`src/hw/ops_pkg.sv`:
```
package ops_pkg;

	// ------------------------------------------------------------
	// clock and timing
	// ------------------------------------------------------------
	localparam int CLK_MHZ = 50;
	localparam int WAIT_W  = 23;

	localparam int T_RST_LOW_NS   = 3000;
	localparam int T_SUP_WAIT_NS  = 3000;
	localparam int T_HALF_NS      = 160;
	localparam int T_VDD_SETL_US  = 1000;
	localparam int T_VCC_SETL_US  = 1000;
	localparam int T_DISP_ON_MS   = 100;
	localparam int T_OFF_GAP_MS   = 100;

	localparam int RST_CYC_A = (T_RST_LOW_NS * CLK_MHZ + 999) / 1000;
	localparam int RST_CYC_B = (T_SUP_WAIT_NS * CLK_MHZ + 999) / 1000;
	localparam logic [WAIT_W-1:0] RST_LOW_CYC = WAIT_W'(
		(RST_CYC_A > RST_CYC_B) ? RST_CYC_A : RST_CYC_B);
	localparam int HALF_CYC = (T_HALF_NS * CLK_MHZ + 999) / 1000;
	localparam int VDD_SETL_CYC = T_VDD_SETL_US * CLK_MHZ;
	localparam int VCC_SETL_CYC = T_VCC_SETL_US * CLK_MHZ;
	localparam int DISP_ON_CYC  = T_DISP_ON_MS * CLK_MHZ * 1000;
	localparam int OFF_GAP_CYC  = T_OFF_GAP_MS * CLK_MHZ * 1000;

	// ------------------------------------------------------------
	// command bytes and init stream
	// ------------------------------------------------------------
	localparam logic [7:0] CMD_DISP_OFF = 8'hae;
	localparam logic [7:0] CMD_DISP_ON  = 8'haf;
	localparam logic [7:0] CMD_PAGE     = 8'hb0;
	localparam logic [7:0] CMD_COL_LO   = 8'h00;
	localparam logic [7:0] CMD_COL_HI   = 8'h10;
	localparam logic [7:0] CLEAR_BYTE   = 8'h00;
	localparam int INIT_LEN = 24;
	localparam logic [7:0] INIT_SEQ [INIT_LEN] = '{
		8'hae, 8'hd5, 8'hf1, 8'ha8, 8'h3f, 8'hd9, 8'hf1, 8'h20,
		8'h02, 8'ha0, 8'hc8, 8'hda, 8'h12, 8'hd8, 8'h00, 8'h81,
		8'hcf, 8'hb0, 8'hd3, 8'h00, 8'ha6, 8'ha4, 8'hdb, 8'h3c};
	localparam logic [2:0] LAST_PAGE = 3'h7;
	localparam logic [7:0] CLR_HDR   = 8'h03;
	localparam logic [7:0] CLR_LAST  = 8'h82;

	// serial engine steps
	localparam logic [4:0] STEP_LAST_BIT = 5'h0f;
	localparam logic [4:0] STEP_CS_OFF   = 5'h11;
	localparam logic [4:0] STEP_DONE     = 5'h12;

	// ------------------------------------------------------------
	// register map
	// ------------------------------------------------------------
	localparam logic [11:0] REG_CTRL   = 12'h000;
	localparam logic [11:0] REG_STATUS = 12'h004;
	localparam logic [11:0] REG_TX     = 12'h008;
	localparam int CTRL_UP_BIT   = 0;
	localparam int CTRL_DOWN_BIT = 1;
	localparam int TX_DC_BIT     = 8;

	typedef enum logic [3:0] {
		S_OFF, S_VDD_WAIT, S_RST_LOW, S_VCC_WAIT, S_INIT, S_CLEAR,
		S_DISP_ON, S_ON_WAIT, S_ON, S_OFF_CMD, S_OFF_GAP
	} ops_state_t;

	typedef struct packed {
		logic logic_supply_en;
		logic panel_supply_en;
		logic panel_reset_line_n;
		logic chip_sel_n;
		logic cmd_data_sel;
		logic serial_clk;
		logic serial_data_input;
	} ops_pins_t;

endpackage
```
`src/hw/ops_host.sv`:
```
// Contract
// - after logic supply settles, hold reset low at least 3 us, then release
// - panel supply turns on no sooner than 3 us after reset went low
// - display-on sent after panel supply settles; drive starts 100 ms later
// - power down sends display-off before panel supply is switched off
// - wait a gap after panel supply off before logic supply off
// - logic supply never removed while panel supply is on
// - init starts display off, clock divide command and its parameter
// - then multiplex ratio command with 64-row parameter
// - then pre-charge period command with its parameter
// - then memory addressing mode command with page mode parameter
// - then segment remap, then reversed common scan direction
// - then common pins configuration command with its parameter
// - then colour mode command selecting monochrome normal power
// - then contrast command with its parameter
// - then page start command, then display offset zero
// - then normal display, then display follows memory
// - then common deselect level command with its parameter
// - init ends by clearing display memory, then display on
// - select line low means command byte, high means display data
// - chip select held low through every serial transfer
module ops_host #(
	parameter logic [ops_pkg::WAIT_W-1:0] VDD_SETL_CYC =
		ops_pkg::WAIT_W'(ops_pkg::VDD_SETL_CYC),
	parameter logic [ops_pkg::WAIT_W-1:0] VCC_SETL_CYC =
		ops_pkg::WAIT_W'(ops_pkg::VCC_SETL_CYC),
	parameter logic [ops_pkg::WAIT_W-1:0] DISP_ON_CYC  =
		ops_pkg::WAIT_W'(ops_pkg::DISP_ON_CYC),
	parameter logic [ops_pkg::WAIT_W-1:0] OFF_GAP_CYC  =
		ops_pkg::WAIT_W'(ops_pkg::OFF_GAP_CYC),
	// link half period in clocks; the default meets the module's timing
	parameter int                         HALF_CYC     = ops_pkg::HALF_CYC
) (
	// clock and reset
	input  wire logic             clk,
	input  wire logic             rstn,
	// apb slave
	input  wire logic             psel,
	input  wire logic             penable,
	input  wire logic             pwrite,
	input  wire logic [11:0]      paddr,
	input  wire logic [31:0]      pwdata,
	output logic      [31:0]      prdata,
	output logic                  pready,
	output logic                  pslverr,
	// display module pins
	output ops_pkg::ops_pins_t    panel_pins
);

	// ------------------------------------------------------------
	// state
	// ------------------------------------------------------------
	ops_pkg::ops_state_t              state_q;
	logic [ops_pkg::WAIT_W-1:0]       wait_q;
	logic [4:0]                       idx_q;
	logic [2:0]                       page_q;
	logic [7:0]                       col_q;
	logic                             vdd_en_q;
	logic                             vcc_en_q;
	logic                             rst_n_q;
	logic                             busy_q;
	logic                             done_q;
	logic [4:0]                       step_q;
	logic [7:0]                       div_q;
	logic [7:0]                       shift_q;
	logic                             cs_n_q;
	logic                             dc_q;
	logic                             sclk_q;
	logic                             serial_data_input_q;
	logic                             tx_pend_q;
	logic [7:0]                       tx_byte_q;
	logic                             tx_dc_q;
	logic                             need;
	logic [7:0]                       go_byte;
	logic                             go_dc;
	logic                             go;
	logic                             tick;
	logic                             wr_en;
	logic                             up_req;
	logic                             dn_req;

	// ------------------------------------------------------------
	// apb slave
	// ------------------------------------------------------------
	// zero wait states: every access completes in its first access cycle
	assign pready = 1'b1;
	assign wr_en  = psel & penable & pwrite;
	assign up_req = wr_en && paddr == ops_pkg::REG_CTRL
		&& pwdata[ops_pkg::CTRL_UP_BIT];
	assign dn_req = wr_en && paddr == ops_pkg::REG_CTRL
		&& pwdata[ops_pkg::CTRL_DOWN_BIT];

	always_comb
	begin
		pslverr = 1'b0;
		prdata  = 32'h0000_0000;
		if (psel && penable)
		begin
			unique case (paddr)
				ops_pkg::REG_CTRL:   prdata = 32'h0000_0000;
				ops_pkg::REG_STATUS: prdata = {20'h00000, tx_pend_q,
					busy_q, rst_n_q, vcc_en_q, vdd_en_q,
					state_q == ops_pkg::S_ON, 2'h0, state_q};
				ops_pkg::REG_TX:     prdata = {23'h000000, tx_dc_q,
					tx_byte_q};
				default:             pslverr = 1'b1;
			endcase
		end
	end

	// a tx write while not ready is dropped; software polls pending
	always_ff @(posedge clk or negedge rstn)
	begin
		if (!rstn)
		begin
			tx_pend_q <= 1'b0;
			tx_byte_q <= 8'h00;
			tx_dc_q   <= 1'b0;
		end
		else if (go && state_q == ops_pkg::S_ON)
			tx_pend_q <= 1'b0;
		else if (wr_en && paddr == ops_pkg::REG_TX && !tx_pend_q
			&& state_q == ops_pkg::S_ON)
		begin
			tx_pend_q <= 1'b1;
			tx_byte_q <= pwdata[7:0];
			tx_dc_q   <= pwdata[ops_pkg::TX_DC_BIT];
		end
	end

	// ------------------------------------------------------------
	// byte source
	// ------------------------------------------------------------
	always_comb
	begin
		need    = 1'b0;
		go_byte = 8'h00;
		go_dc   = 1'b0;
		unique case (state_q)
			ops_pkg::S_INIT:
			begin
				need    = 1'b1;
				go_byte = ops_pkg::INIT_SEQ[idx_q];
			end
			ops_pkg::S_CLEAR:
			begin
				need = 1'b1;
				if (col_q == 8'h00)
					go_byte = ops_pkg::CMD_PAGE | {5'h00, page_q};
				else if (col_q == 8'h01)
					go_byte = ops_pkg::CMD_COL_LO;
				else if (col_q == 8'h02)
					go_byte = ops_pkg::CMD_COL_HI;
				else
				begin
					go_byte = ops_pkg::CLEAR_BYTE;
					go_dc   = 1'b1;
				end
			end
			ops_pkg::S_DISP_ON:
			begin
				need    = 1'b1;
				go_byte = ops_pkg::CMD_DISP_ON;
			end
			ops_pkg::S_OFF_CMD:
			begin
				need    = 1'b1;
				go_byte = ops_pkg::CMD_DISP_OFF;
			end
			ops_pkg::S_ON:
			begin
				need    = tx_pend_q;
				go_byte = tx_byte_q;
				go_dc   = tx_dc_q;
			end
			default:
			begin
				need = 1'b0;
			end
		endcase
	end

	// one byte in flight at a time
	assign go = need & ~busy_q & ~done_q;

	// ------------------------------------------------------------
	// serial engine
	// ------------------------------------------------------------
	assign tick = busy_q && div_q == 8'(HALF_CYC - 1);

	always_ff @(posedge clk or negedge rstn)
	begin
		if (!rstn)
			div_q <= 8'h00;
		else if (!busy_q || tick)
			div_q <= 8'h00;
		else
			div_q <= div_q + 8'h01;
	end

	// device samples on the rising edge; data moves on the falling one
	always_ff @(posedge clk or negedge rstn)
	begin
		if (!rstn)
		begin
			busy_q  <= 1'b0;
			done_q  <= 1'b0;
			step_q  <= 5'h00;
			shift_q <= 8'h00;
			cs_n_q  <= 1'b1;
			dc_q    <= 1'b0;
			sclk_q  <= 1'b0;
			serial_data_input_q  <= 1'b0;
		end
		else
		begin
			done_q <= 1'b0;
			if (go)
			begin
				busy_q  <= 1'b1;
				step_q  <= 5'h00;
				cs_n_q  <= 1'b0;
				dc_q    <= go_dc;
				shift_q <= go_byte;
				serial_data_input_q  <= go_byte[7];
				sclk_q  <= 1'b0;
			end
			else if (tick)
			begin
				step_q <= step_q + 5'h01;
				if (step_q <= ops_pkg::STEP_LAST_BIT)
				begin
					if (!step_q[0])
						sclk_q <= 1'b1;
					else
					begin
						sclk_q  <= 1'b0;
						shift_q <= {shift_q[6:0], 1'b0};
						serial_data_input_q  <= shift_q[6];
					end
				end
				else if (step_q == ops_pkg::STEP_CS_OFF)
					cs_n_q <= 1'b1;
				else if (step_q == ops_pkg::STEP_DONE)
				begin
					busy_q <= 1'b0;
					done_q <= 1'b1;
				end
			end
		end
	end

	// ------------------------------------------------------------
	// power and init sequencer
	// ------------------------------------------------------------
	always_ff @(posedge clk or negedge rstn)
	begin
		if (!rstn)
		begin
			state_q  <= ops_pkg::S_OFF;
			wait_q   <= '0;
			idx_q    <= 5'h00;
			page_q   <= 3'h0;
			col_q    <= 8'h00;
			vdd_en_q <= 1'b0;
			vcc_en_q <= 1'b0;
			rst_n_q  <= 1'b0;
		end
		else
		begin
			if (wait_q != '0)
				wait_q <= wait_q - 1'b1;
			unique case (state_q)
				ops_pkg::S_OFF:
					if (up_req)
					begin
						vdd_en_q <= 1'b1;
						wait_q   <= VDD_SETL_CYC;
						state_q  <= ops_pkg::S_VDD_WAIT;
					end
				ops_pkg::S_VDD_WAIT:
					if (wait_q == '0)
					begin
						// reset is already low; time it from here
						rst_n_q <= 1'b0;
						wait_q  <= ops_pkg::RST_LOW_CYC;
						state_q <= ops_pkg::S_RST_LOW;
					end
				ops_pkg::S_RST_LOW:
					if (wait_q == '0)
					begin
						rst_n_q  <= 1'b1;
						vcc_en_q <= 1'b1;
						wait_q   <= VCC_SETL_CYC;
						state_q  <= ops_pkg::S_VCC_WAIT;
					end
				ops_pkg::S_VCC_WAIT:
					if (wait_q == '0)
					begin
						idx_q   <= 5'h00;
						state_q <= ops_pkg::S_INIT;
					end
				ops_pkg::S_INIT:
					if (done_q)
					begin
						// stream order
						if (idx_q == 5'(ops_pkg::INIT_LEN - 1))
						begin
							page_q  <= 3'h0;
							col_q   <= 8'h00;
							state_q <= ops_pkg::S_CLEAR;
						end
						else
							idx_q <= idx_q + 5'h01;
					end
				ops_pkg::S_CLEAR:
					if (done_q)
					begin
						if (col_q == ops_pkg::CLR_LAST)
						begin
							col_q <= 8'h00;
							if (page_q == ops_pkg::LAST_PAGE)
								state_q <= ops_pkg::S_DISP_ON;
							else
								page_q <= page_q + 3'h1;
						end
						else
							col_q <= col_q + 8'h01;
					end
				ops_pkg::S_DISP_ON:
					if (done_q)
					begin
						wait_q  <= DISP_ON_CYC;
						state_q <= ops_pkg::S_ON_WAIT;
					end
				ops_pkg::S_ON_WAIT:
					if (wait_q == '0)
						state_q <= ops_pkg::S_ON;
				ops_pkg::S_ON:
					if (dn_req && !busy_q && !tx_pend_q)
						state_q <= ops_pkg::S_OFF_CMD;
				ops_pkg::S_OFF_CMD:
					if (done_q)
					begin
						vcc_en_q <= 1'b0;
						wait_q   <= OFF_GAP_CYC;
						state_q  <= ops_pkg::S_OFF_GAP;
					end
				ops_pkg::S_OFF_GAP:
					if (wait_q == '0 && !vcc_en_q)
					begin
						vdd_en_q <= 1'b0;
						rst_n_q  <= 1'b0;
						state_q  <= ops_pkg::S_OFF;
					end
				default:
					state_q <= ops_pkg::S_OFF;
			endcase
		end
	end

	// ------------------------------------------------------------
	// pins
	// ------------------------------------------------------------
	assign panel_pins = '{
		logic_supply_en:    vdd_en_q,
		panel_supply_en:    vcc_en_q,
		panel_reset_line_n: rst_n_q,
		chip_sel_n:         cs_n_q,
		cmd_data_sel:       dc_q,
		serial_clk:         sclk_q,
		serial_data_input:  serial_data_input_q
	};

endmodule // ops_host

```
`config.mk`:
```
export PLATFORM = sky130hd
export DESIGN_NAME = ops_host
export DESIGN_NICKNAME = d
export VERILOG_FILES = /design/src/hw/ops_pkg.sv /design/src/hw/ops_host.sv
export SDC_FILE = /design/constraint.sdc
export NUM_CORES = 1
export LEC_CHECK = 0
export BUFFER_PORTS_ARGS = -buffer_cell sky130_fd_sc_hd__buf_2
export CAP_MARGIN = 20
export CORE_MARGIN = 1.5
export CORE_UTILIZATION = 53
export CTS_BUF_LIST = sky130_fd_sc_hd__clkbuf_4 sky130_fd_sc_hd__clkbuf_8
export CTS_CLUSTER_DIAMETER = 100
export DETAILED_ROUTE_END_ITERATION = 16
export GPL_TIMING_DRIVEN = 0
export PLACE_DENSITY = 0.79
export SLEW_MARGIN = 25
export SYNTH_ARGS = -nofsm -noshare
export SYNTH_HDL_FRONTEND = slang
export SYNTH_SLANG_ARGS = --single-unit
```
`constraint.sdc`:
```
create_clock -name clk -period 2.1 [get_ports clk]
set_clock_uncertainty 0.05 [all_clocks]
set_input_delay 0.105 -clock clk [delete_from_list [all_inputs] [get_ports clk]]
set_output_delay 0.105 -clock clk [all_outputs]
set_load 0.03 [all_outputs]
```
Word-level counts from Yosys, hierarchy flattened:

Memories as Yosys holds them, arrays and structs flattened.
Index checks and enable logic that the tools add are counted.

* flip-flop bits (word level): 82
* latch bits: 0
* memory bits (writable): 0
* bits in read-only memories: 256
* output and inout port bits: 41
* logic and storage cells: 212
* memories kept: 1

Memories
* (name not given): depth 32, width 8, rd ports 1, clocked after Yosys merged registers in 0, write ports 0, RTL line ops_host.sv:143 `go_byte = ops_pkg::INIT_SEQ[idx_q];`

* $add $sub $neg: 6
* $mul: 0
* divide/modulo/power cells: 0
* order comparisons: 2
* equality and inequality tests: 38
* shift-type cells: 0
* muxes and demuxes: 90
* bitwise operators: 8
* reductions and logical operators: 47

Operator list (number)
* two-way mux 23 bit: 5
* one-hot mux 23 bit (4 select lines): 1
* two-way mux 8 bit: 8
* two-way mux 4 bit: 14
* one-hot mux 4 bit (11 select lines): 1
* one-hot mux 8 bit (5 select lines): 1
* two-way mux 5 bit: 7
* two-way mux 1 bit: 34
* inequality test 2 bit (second input constant): 17
* two-way mux 32 bit: 1
* two-way mux 7 bit: 4
* one-hot mux 12 bit (2 select lines): 1
* logical NOT 23 bit: 1
* nonzero test 23 bit: 1
* subtractor 23 x 1 -> 23 bit (second input constant): 1
* nonzero test 2 bit: 10
* adder 8 x 1 -> 8 bit (second input constant): 2
* == test 4 x 3 -> 1 bit (second input constant): 4
* one-hot mux 8 bit (2 select lines): 1
* AND reduction 4 bit: 4
* == test 5 bit (second input constant): 3
* two-way mux 3 bit: 5
* AND reduction 14 bit: 1
* == test 12 x 3 -> 1 bit (second input constant): 1
* 34 further kinds: 63

Depth between registers and ports, before layout:

Gate-level depths: netlist of the first run.

* depth in word-level cells: 8
* depth in mapped cells: 10
* mapped depth without buffers: 8

Worst setup path after synthesis of the first run:

OpenSTA, ideal clock, no wires.

* path kind: register to register
* start: reg wait_q[16] in the netlist's numbering
* end: reg vdd_en_q
* library setup time: 0.132 ns
* arrival time: 1.975 ns
* data required time: 1.918 ns
* slack: -0.057 ns
* cell stages (with the launch flop): 9
* buffers on the path: 2
* period minus slack after synthesis: 2.157 ns
* path through: dfrtp_1 nor4_4 nand4_4 nor4_4 buf_6 inv_4 buf_6 o41ai_2 o21ai_1

* word-level cells in the longest chain between the ends: 4

RTL lines
* from (decl): RTL line ops_host.sv:54 `logic [ops_pkg::WAIT_W-1:0] wait_q;`
* from (signal assigned): RTL line ops_host.sv:272 `wait_q <= wait_q - 1'b1;`
* from (signal assigned): RTL line ops_host.sv:286 `wait_q <= ops_pkg::RST_LOW_CYC;`
* logical NOT 23 bit: RTL line ops_host.sv:350 `if (wait_q == '0 && !vcc_en_q)`
* logical AND 1 bit: RTL line ops_host.sv:350
* inequality test 2 bit (no source line)
* AND reduction 3 bit (no source line)
* to (signal assigned): RTL line ops_host.sv:265 `vdd_en_q <= 1'b0;`
* to (signal assigned): RTL line ops_host.sv:277 `vdd_en_q <= 1'b1;`
* to (signal assigned): RTL line ops_host.sv:352 `vdd_en_q <= 1'b0;`
* to (decl): RTL line ops_host.sv:58 `logic vdd_en_q;`

Every way passes these cells.
A chain may end at the register's enable or synchronous reset.

Worst setup path after layout of the first run:

* start: reg wait_q[19] in the netlist's numbering
* end: reg state_q[0]

* word-level cells in the longest chain between the ends: 4
* elaborated cells between the ends (all ways): 8

RTL lines
* logical NOT 23 bit (*)
* logical AND 1 bit: RTL line ops_host.sv:350
* inequality test 2 bit (no source line)
* AND reduction 14 bit (no source line) (*)
* to (signal assigned): RTL line ops_host.sv:301 `state_q <= ops_pkg::S_INIT;`
* to (signal assigned): RTL line ops_host.sv:338 `state_q <= ops_pkg::S_ON;`
* to (signal assigned): RTL line ops_host.sv:341 `state_q <= ops_pkg::S_OFF_CMD;`
* to (decl): RTL line ops_host.sv:53 `ops_pkg::ops_state_t state_q;`

Every way passes the cells marked *; elsewhere a longest branch is shown, timed or not.

==> results of run 1 <==
path summary, 6_finish.rpt:
kind	start	to	slack, ps	cells past startpoint
worst max register to register	wait_q[19]$_DFF_PN0_	state_q[0]$_DFFE_PN0P_	-280	7
worst min-delay path	rstn	div_q[7]$_DFF_PN0_	200	2
max in group asynchronous	rstn	cs_n_q$_DFFE_PN1P_	1140	3
min in group clk	paddr[3]	vdd_en_q$_DFFE_PN0P_	220	4
worst min register to register	serial_data_input_q$_DFFE_PN0P_	serial_data_input_q$_DFFE_PN0P_	450	1
worst max-delay path	wait_q[19]$_DFF_PN0_	state_q[0]$_DFFE_PN0P_	-280	7
logic make-up after synthesis:
logic type | count (synthesis) | synth area share [%]
other | 2 | 0.138
adders and majority gates | 23 | 5.29
xor gates and xnor gates | 25 | 4.02
AOI/OAI and AO/OA | 140 | 17.2
buffers and inverters | 71 | 7.20
and+or+nand+nor | 232 | 24.0
DFF | 82 | 37.7
muxes | 23 | 4.48
repair_timing:
action,CTS,global route
pin swaps,31,23
setup buffers,26,29
gates cloned,4,0
hold endpoints to repair,46,0
hold buffers,10,0
gates resized for setup,60,64
endpoints found under the setup margin,75,84
through the flow:
step / total power [mW] / cell area, µm² / hold slack, ps
3_3_place_gp: 1.77 / 5920 / 288
6_report: 2.90 / 7090 / 198
5_1_grt: 2.98 / 7090 / 230
3_5_place_dp: 1.78 / 5950 / 60.6
2_1_floorplan: 1.71 / 5530 / -241
4_1_cts: 2.89 / 6670 / 187
layout make-up:
cell class              instances  share of cell area (%)
plain buffers                  48                    4.64
clock buffers                   9                    1.75
clock inverters                 7                   0.848
inverters                      17                    1.11
multi-input cells             466                    48.5
flip-flops and latches         82                    29.2
well taps                     133                    2.35
repair buffers                112                    11.6
layout by cell type, fill, tap and decap left out, types with 11 or more instances in the layout:
| cell | n |
|---|---|
| buf_4 | 83 |
| dfrtp_1 | 71 |
| nor2_1 | 67 |
| buf_2 | 46 |
| nand2_1 | 39 |
| o21ai_0 | 31 |
| a21oi_1 | 23 |
| conb_1 | 21 |
| ha_1 | 17 |
| inv_1 | 14 |
| and3_1 | 14 |
| xor2_1 | 13 |
| xnor2_1 | 12 |
| nand3_1 | 12 |
| mux2i_1 | 12 |
| mux2_2 | 11 |
power groups by stage:
stage	sequential [mW]	clock [mW]	combinational, mW
global route	1.58	1.20	0.202
detailed placement	1.61	0	0.168
floorplan	1.61	0	0.0963
global placement	1.61	0	0.159
CTS	1.58	1.13	0.183
finish	1.58	1.13	0.186
worst register-to-register path, delay by kind of cell (launching register included):
| family | cells | cell delay (ps) |
|---|---|---|
| AO/OA/AOI/OAI | 2 | 480 |
| flip-flops | 1 | 440 |
| AND/OR/NAND/NOR | 3 | 890 |
| buffers and inverters | 1 | 200 |
| multiplexers | 1 | 230 |
flip-flops by register name (all words and copies together) (netlist names), 3 cells and up:
| signal | cells |
|---|---|
| col_q | 8 |
| page_q | 3 |
| shift_q | 7 |
| step_q | 5 |
| idx_q | 5 |
| state_q | 4 |
| tx_byte_q | 8 |
| div_q | 8 |
| wait_q | 23 |
routing by layer:
layer,GRT usage (%),wire (µm)
met1,34.9,6470
met2,46.7,7690
met3,5.76,1230
met4,9.13,330
met5,0,0
==> results.yml, run 1 <==
place:
  dpl.hpwl_um: 9710
  pre_cts_slack_ps: -520
  dpl.cell_count: 796
  port_buffers: 45
  place_congestion: 0.943
timing:
  period_needed_ps: 2380
  slew_viol_final: 0
  worst_slack_ps: -285
  final-setup-viol-count: 32
  max_freq_ghz: 0.419
  rsz0062_at_grt: "true"
  slew_headroom_pct: 53.1
  worst_slew_pin_slew_ps: 700
  hold_violations: 0
  fin_setup_tns_ps: -4510
  fin_crit_sh_pct: 114
critical_path:
  worstSetupEndpointType: "register"
  worstSetupPathType: "reg2reg"
  slowest_delay_ps: 440
  arrival_ps: 2620
  cp_top_family: "simple AND/OR/NAND/NOR gates"
  critPathBufInv: 1
  cpMaxStageDelayCell: "dfrtp_1"
  crit_path_cell_trace: "nor4_4 -> nand4_4 -> nor4_4 -> buf_4 -> o2111ai_4 -> a211oi_4 -> mux2i_1"
  cpMostUsedCell: "nor4_4"
  worstPathMaxFanout: 4
  required_ps: 2340
  worst_setup_path_start_kind: "register"
layout:
  nets: 808
  drive_gt1_share_pct: 34.8
  final_cell_count_no_fill: 874
  final_core_util_pct: 71.8
  final-seq-area_um2: 2070
  insertedDiodeCount: 0
  nFillCells: 685
  syn_to_final_growth_pct: 30.2
  multi_input_area_um2: 3440
floorplan:
  coreArea_um2: 9860
  design.die.area_um2: 10900
  rows: 36
  io_pins: 90
  die_w_um: 104
  start_util_pct: 55.1
  die_y_um: 104
clock_tree:
  clk_pin_slew_ps: 110
  cts.path.max_buffers: 2
  cts.sink_count: 82
  cts_buffers: 9
  tritoncts: "done"
  htree_levels: 3
  clock_latency_ps: 380
  cts-root-buf: "clkbuf_8"
global_routing:
  antenna_found_initial: 0
  grt_max_degree: 46
  grt_overflow: 0
  track_usage_pct: 27.5
  grt_pass1_wl_um: 24200
  grt_pass1_vias: 4946
logic_synthesis:
  synth_cells: 598
  yosys_warnings: 0
  synth_area_leader_cell: "dfrtp_1"
  synth_seq_area_share_pct: 37.7
  ys_top_cells_by_area: "dfrtp_1 37%, ha_1 5.3%, nor2_1 5.0%"
  ys_ff_latch: 82
  yosys_most_used_dff: "dfrtp_1"
  synth_top_area_share_pct: 37.3
  synth_area_um2: 5440
  ys_types: 76
  postSynthAreaPerCell_um2: 9.10
  async_flop_share_pct: 100
  yosys-top-cells-count: "81 x dfrtp_1, 72 x nor2_1, 42 x o21ai_0"
  synth_most_common_cell: "dfrtp_1"
  synth_edf_count: 0
power_and_ir_drop:
  pwr-share-clk_pct: 39.1
  p_int_mw: 2.10
  ir_worst_vdd_uv: 284
  pwr-share-comb_pct: 6.4
  leakage_nw: 3.17
  powerDensity_nw_per_um2: 409
  power.net_switching_uw: 796
  seq_power_share_pct: 54.5
  switching_share_pct: 27.5
detailed_routing:
  finalWirelength_um: 15700
  drt_iter0_drc: 557
  first_pass_iters: 6
  dr_total_vias: 5238
  ant_nets: 0
  drc_errors: 0
  viasPerCell: 5.99
  wire_per_inst_um: 18.0
hold_path:
  hp-class: "in2async"
status:
  violations: "negative setup slack"
  status: "finished, violations left"
flow_run:
  drv_cap: 0
Note: power is estimated with default switching activity, not from simulation.
==> inputs of run 2 (changes only) <==
--- a/config.mk
+++ b/config.mk
@@ -5,15 +5,16 @@
 export SDC_FILE = /design/constraint.sdc
 export NUM_CORES = 1
 export LEC_CHECK = 0
+export ABC_AREA = 1
 export BUFFER_PORTS_ARGS = -buffer_cell sky130_fd_sc_hd__buf_2
 export CAP_MARGIN = 20
 export CORE_MARGIN = 1.5
-export CORE_UTILIZATION = 53
+export CORE_UTILIZATION = 54
 export CTS_BUF_LIST = sky130_fd_sc_hd__clkbuf_4 sky130_fd_sc_hd__clkbuf_8
 export CTS_CLUSTER_DIAMETER = 100
 export DETAILED_ROUTE_END_ITERATION = 16
 export GPL_TIMING_DRIVEN = 0
-export PLACE_DENSITY = 0.79
+export PLACE_DENSITY = 0.8
 export SLEW_MARGIN = 25
 export SYNTH_ARGS = -nofsm -noshare
 export SYNTH_HDL_FRONTEND = slang
==> results.yml, run 2 <==
status:
  status: "finished, final reports clean"
logic_synthesis:
  postSynthAreaPerCell_um2: 7.05
  yosys.area_share.simple_pct: 34.5
  synth_cells: 804
  ys_top_cells_by_area: "dfrtp_1 36%, nand2_1 12%, nor2_1 7.9%"
  async_flop_share_pct: 100
  synth_top_area_share_pct: 35.8
  synth_compound_area_share_pct: 9.83
  synth_seq_area_share_pct: 36.2
  synth_edf_count: 0
  yosys_warnings: 0
  ys_types: 46
  synth_area_um2: 5670
  yosys-top-cells-count: "186 x nand2_1, 119 x nor2_1, 91 x inv_1"
  synth.area.mux_share_pct: 0
  synth-xor-area-share_pct: 2.78
  synthAdderAreaFrac_pct: 5.08
  ys_ff_latch: 82
  yosys_most_used_dff: "dfrtp_1"
  synth_area_leader_cell: "dfrtp_1"
  synth_most_common_cell: "nand2_1"
  synth_top_family_by_area: "simple AND/OR/NAND/NOR gates"
critical_path:
  required_ps: 1950
  worstSetupEndpointType: "output port"
  worst_setup_path_start_kind: "register"
  arrival_ps: 1850
  worstPathMaxFanout: 8
  crit_path_cell_trace: "buf_4 -> nor2_4 -> nand2_2 -> inv_4 -> nand2_1 -> a21oi_1 -> buf_4"
  startpoint: "state_q[0]$_DFFE_PN0P_"
  worstSetupPathType: "reg2out"
  cp_top_family: "buffers and inverters"
  slowest_delay_ps: 370
  r2r-start: "state_q[1]$_DFFE_PN0P_"
  critPathBufInv: 3
  rrSetupSlack_ps: 130
  cpMaxStageDelayCell: "dfrtp_1"
  cpMostUsedCell: "buf_4"
floorplan:
  coreArea_um2: 10200
  start_util_pct: 55.4
  design.die.area_um2: 11100
  io_pins: 90
  die_w_um: 105
  rows: 37
  die_y_um: 105
detailed_routing:
  top_layer: "met4"
  route.met2.wl_um: 6860
  dr_total_vias: 5329
  met1_length_um: 5950
  drt_iter0_drc: 270
  first_pass_iters: 5
  drc_errors: 0
  finalWirelength_um: 13900
  viasPerCell: 5.17
  ant_nets: 0
  wire_per_inst_um: 13.5
  wl_met3_um: 545
layout:
  largest_register_ffs: 23
  nets: 961
  layout_common_cells: "185 x nand2_1, 113 x nor2_1, 89 x inv_1"
  insertedDiodeCount: 0
  nFillCells: 926
  syn_to_final_growth_pct: 15.9
  top_register: "wait_q"
  final_common_cell: "nand2_1"
  final-seq-area_um2: 2060
  multi_input_area_um2: 3090
  drive_gt1_share_pct: 16.9
timing:
  fin_crit_sh_pct: 95.4
  slew_viol_final: 0
  hold_violations: 0
  final-setup-viol-count: 0
  period_needed_ps: 2000
  max_freq_ghz: 0.499
  worst_slack_ps: 96.8
power_and_ir_drop:
  powerDensity_nw_per_um2: 955
  ir_worst_vdd_uv: 612
  p_total_mw: 6.27
  switching_share_pct: 42.9
  leakage_nw: 3.41
  pwr-share-clk_pct: 21.6
  pwr-share-comb_pct: 43.9
  seq_power_share_pct: 34.5
  power.net_switching_mw: 2.69
  p_int_mw: 3.58
clock_tree:
  cts.path.max_buffers: 2
  clock_latency_ps: 390
  cts_buffers: 9
  cts-root-buf: "clkbuf_8"
  cts.sink_count: 82
  clk_pin_slew_ps: 90
  htree_levels: 3
  tritoncts: "done"
global_routing:
  grt_overflow: 0
  track_usage_pct: 27.0
  grt_pass1_vias: 5155
  grt_max_degree: 50
  antenna_found_initial: 0
  grt_pass1_wl_um: 23800
place:
  place_congestion: 0.948
  dpl.hpwl_um: 10400
  port_buffers: 45
  pre_cts_slack_ps: -21.0
hold_path:
  hp-class: "in2async"
flow_run:
  drv_cap: 0
-- run 2: cell count changes after synthesis, sizes merged, moves of 9 or more --
cell,delta
and3,-9
nor2,+56
clkbuf,-17
mux2i,-12
nand2,+153
mux2,-11
inv,+81
nor2b,-12
nand3,+52
o21ai,+10
-- run 2: cells by family (layout without fill, tap and decap cells) --
group,after synthesis,count (layout)
and+or+nand+nor,441,441
other,2,21
adders and majority gates,23,23
buffers and inverters,139,210
AOI/OAI and AO/OA,99,99
xor gates and xnor gates,18,18
DFF,82,82
-- run 2: repair_timing --
item / in CTS / in global routing
pin swaps: 0 / 1
gates resized for setup: 3 / 21
hold buffers: 10 / 0
endpoints found under the hold margin: 42 / 0
setup endpoints to repair: 7 / 29
cloned: 0 / 0
buffers inserted: 0 / 0
-- run 2: layout make-up --
class / instances / area share [%]
tap: 136 / 2.59
inverter: 101 / 5.81
sequential: 82 / 31.3
clock inverter: 5 / 1.31
multi-input combinational: 602 / 47.1
timing repair buffer: 56 / 5.45
buffer: 37 / 4.12
clock buffer: 11 / 2.31
-- run 2: final timing paths --
check | endpoint | cells past startpoint
max in group asynchronous | cs_n_q$_DFFE_PN1P_ | 3
setup / recovery | prdata[6] | 7
setup reg to reg | wait_q[10]$_DFF_PN0_ | 11
min in group clk | tx_byte_q[2]$_DFFE_PN0P_ | 6
hold / removal | wait_q[17]$_DFF_PN0_ | 2
hold reg to reg | div_q[0]$_DFF_PN0_ | 1
-- run 2: per-layer routing --
metal  vias up  GRT usage (%)
li1       2707              -
met1      2439           32.8
met2       143           45.7
met3        40           4.45
met4         0           14.7
met5         -              0
-- run 2: power groups by stage --
stage / registers [mW] / logic [mW] / clock network, mW
after floorplan: 2.10 / 2.11 / 0
after global placement: 2.16 / 2.58 / 0
after detailed placement: 2.16 / 2.65 / 0
after CTS: 2.14 / 2.68 / 1.37
after global routing: 2.20 / 3.15 / 1.44
final: 2.16 / 2.75 / 1.36
-- run 2: per-stage QoR --
step	area (µm²)	setup TNS, ps	utilization [%]	instances	hold slack (ps)
6_report	6570	0	64.2	1030	177
5_1_grt	6570	-90.4	64.2	1030	217
4_1_cts	6510	0	63.6	1030	177
3_5_place_dp	6160	-30.9	60.2	1005	43.3
3_3_place_gp	6130	0	59.9	1004	295
2_1_floorplan	5740	0	-	823	-241
==> inputs of run 3 (changes only) <==
--- a/config.mk
+++ b/config.mk
@@ -6,15 +6,15 @@
 export NUM_CORES = 1
 export LEC_CHECK = 0
 export ABC_AREA = 1
-export BUFFER_PORTS_ARGS = -buffer_cell sky130_fd_sc_hd__buf_2
 export CAP_MARGIN = 20
 export CORE_MARGIN = 1.5
-export CORE_UTILIZATION = 54
+export CORE_UTILIZATION = 55
 export CTS_BUF_LIST = sky130_fd_sc_hd__clkbuf_4 sky130_fd_sc_hd__clkbuf_8
 export CTS_CLUSTER_DIAMETER = 100
 export DETAILED_ROUTE_END_ITERATION = 16
+export DONT_BUFFER_PORTS = 1
 export GPL_TIMING_DRIVEN = 0
-export PLACE_DENSITY = 0.8
+export PLACE_DENSITY = 0.73
 export SLEW_MARGIN = 25
 export SYNTH_ARGS = -nofsm -noshare
 export SYNTH_HDL_FRONTEND = slang
==> results.yml, run 3 (synthesis gave the netlist of run 2 again) <==
status:
  status: "finished, final reports clean"
global_routing:
  antenna_found_initial: 0
  grt_overflow: 0
  grt_max_degree: 83
  track_usage_pct: 27.0
  grt_pass1_vias: 5029
  grt_pass1_wl_um: 23700
critical_path:
  cpMaxStageDelayCell: "dfrtp_2"
  worstPathMaxFanout: 10
  worst_setup_path_start_kind: "register"
  cp.depth: 8
  worstSetupEndpointType: "register"
  arrival_ps: 2210
  r2r_cells: 8
  slowest_delay_ps: 480
  required_ps: 2320
  cp_top_family: "compound AO/OA/AOI/OAI gates"
  critPathBufInv: 2
  worstSetupPathType: "reg2reg"
  crit_path_cell_trace: "inv_2 -> nor2_4 -> nand2_2 -> nor2_1 -> o21ai_4 -> clkbuf_4 -> o21ai_0 -> a21oi_1"
layout:
  top_register: "wait_q"
  nets: 927
  final_common_cell: "nand2_1"
  nFillCells: 890
  largest_register_ffs: 23
  drive_gt1_share_pct: 14.0
  layout_common_cells: "186 x nand2_1, 115 x nor2_1, 91 x inv_1"
  syn_to_final_growth_pct: 13.4
  insertedDiodeCount: 0
  final_core_util_pct: 65.2
timing:
  slew_viol_final: 0
  final-setup-viol-count: 0
  hold_violations: 0
  slew_headroom_pct: 33.3
  max_freq_ghz: 0.502
  fin_crit_sh_pct: 94.8
  period_needed_ps: 1990
  worst_slack_ps: 110
  worst_slew_pin_slew_ps: 995
place:
  pre_cts_slack_ps: -28.4
  dpl.hpwl_um: 10600
  port_buffers: 0
  place_congestion: 0.940
clock_tree:
  cts.path.max_buffers: 2
  cts.sink_count: 82
  clock_latency_ps: 360
  htree_levels: 3
  clk_pin_slew_ps: 90
  tritoncts: "done"
  cts_buffers: 9
  cts-root-buf: "clkbuf_8"
floorplan:
  rows: 36
  start_util_pct: 57.4
  io_pins: 90
  coreArea_um2: 9860
  die_y_um: 105
  die_w_um: 105
  design.die.area_um2: 10900
hold_path:
  hold_depth: 3
  hp-class: "in2reg"
power_and_ir_drop:
  leakage_nw: 3.25
  p_total_mw: 6.26
  powerDensity_nw_per_um2: 974
  ir_worst_vdd_uv: 564
detailed_routing:
  ant_nets: 0
  drc_errors: 0
  wire_per_inst_um: 14.5
  dr_total_vias: 5375
  top_layer: "met4"
  wl_met3_um: 721
  viasPerCell: 5.42
  drt_iter0_drc: 387
  finalWirelength_um: 14400
  met1_length_um: 6360
  route.met2.wl_um: 6900
  first_pass_iters: 5
flow_run:
  drv_cap: 0
==> run 3: changes by cell type in the layout (fill, tap and decap cells not counted), sizes merged <==
cell | before | now
clkinvlp | 0 | 1
buf | 80 | 45
clkinv | 6 | 4
nand2 | 194 | 195
==> run 3: worst paths after layout <==
check	from	slack (ps)	to
setup reg to reg	state_q[3]$_DFFE_PN0P_	110	shift_q[3]$_DFFE_PN0P_
hold reg to reg	div_q[0]$_DFF_PN0_	410	div_q[0]$_DFF_PN0_
setup / recovery	state_q[3]$_DFFE_PN0P_	110	shift_q[3]$_DFFE_PN0P_
min in group asynchronous	rstn	240	wait_q[16]$_DFF_PN0_
max in group asynchronous	rstn	1400	cs_n_q$_DFFE_PN1P_
hold / removal	pwdata[0]	120	wait_q[1]$_DFF_PN0_
==> run 3: power by group <==
| group | internal, mW | switching (mW) | leakage [nW] |
|---|---|---|---|
| Sequential | 1.87 | 0.303 | 1.04 |
| Combinational | 0.953 | 1.82 | 2.09 |
| Clock | 0.712 | 0.599 | 0.109 |
==> run 3: worst min-delay path, cell delays in order <==
cell	delay, ps
nand4_1	160
a21oi_4	100
o21ai_0	140
==> run 3: area by class of cell <==
cell class,count,area [µm²],area share (%)
plain buffers,37,270,4.20
clock buffers,11,145,2.26
clock inverters,4,76.3,1.19
multi-input cells,603,3130,48.7
inverters,101,379,5.90
well taps,133,166,2.59
flip-flops and latches,82,2060,32.0
repair buffers,21,203,3.15
==> run 3: repair_timing <==
action | 4_1_cts | 5_1_grt
gates cloned | 0 | 1
resized for setup | 1 | 26
buffers inserted | 0 | 10
endpoints found under the setup margin | 5 | 36
pin swaps | 0 | 4
hold buffers | 11 | 0
endpoints found under the hold margin | 91 | 0
==> run 3: through the flow <==
| step | setup TNS, ps | hold slack, ps | instances | area, µm² |
|---|---|---|---|---|
| floorplan | 0 | -241 | 823 | 5740 |
| global placement | 0 | -239 | 956 | 5900 |
| detailed placement | -49.3 | -239 | 956 | 5900 |
| CTS | 0 | 123 | 981 | 6250 |
| global route | -427 | 150 | 992 | 6430 |
| finish | 0 | 123 | 992 | 6430 |
==> run 3: routing by layer <==
layer | GRT usage [%] | vias to the layer above
met5 | 0 | -
met4 | 9.72 | 0
met3 | 5.20 | 36
met2 | 44.8 | 185
met1 | 35.0 | 2513
li1 | - | 2641
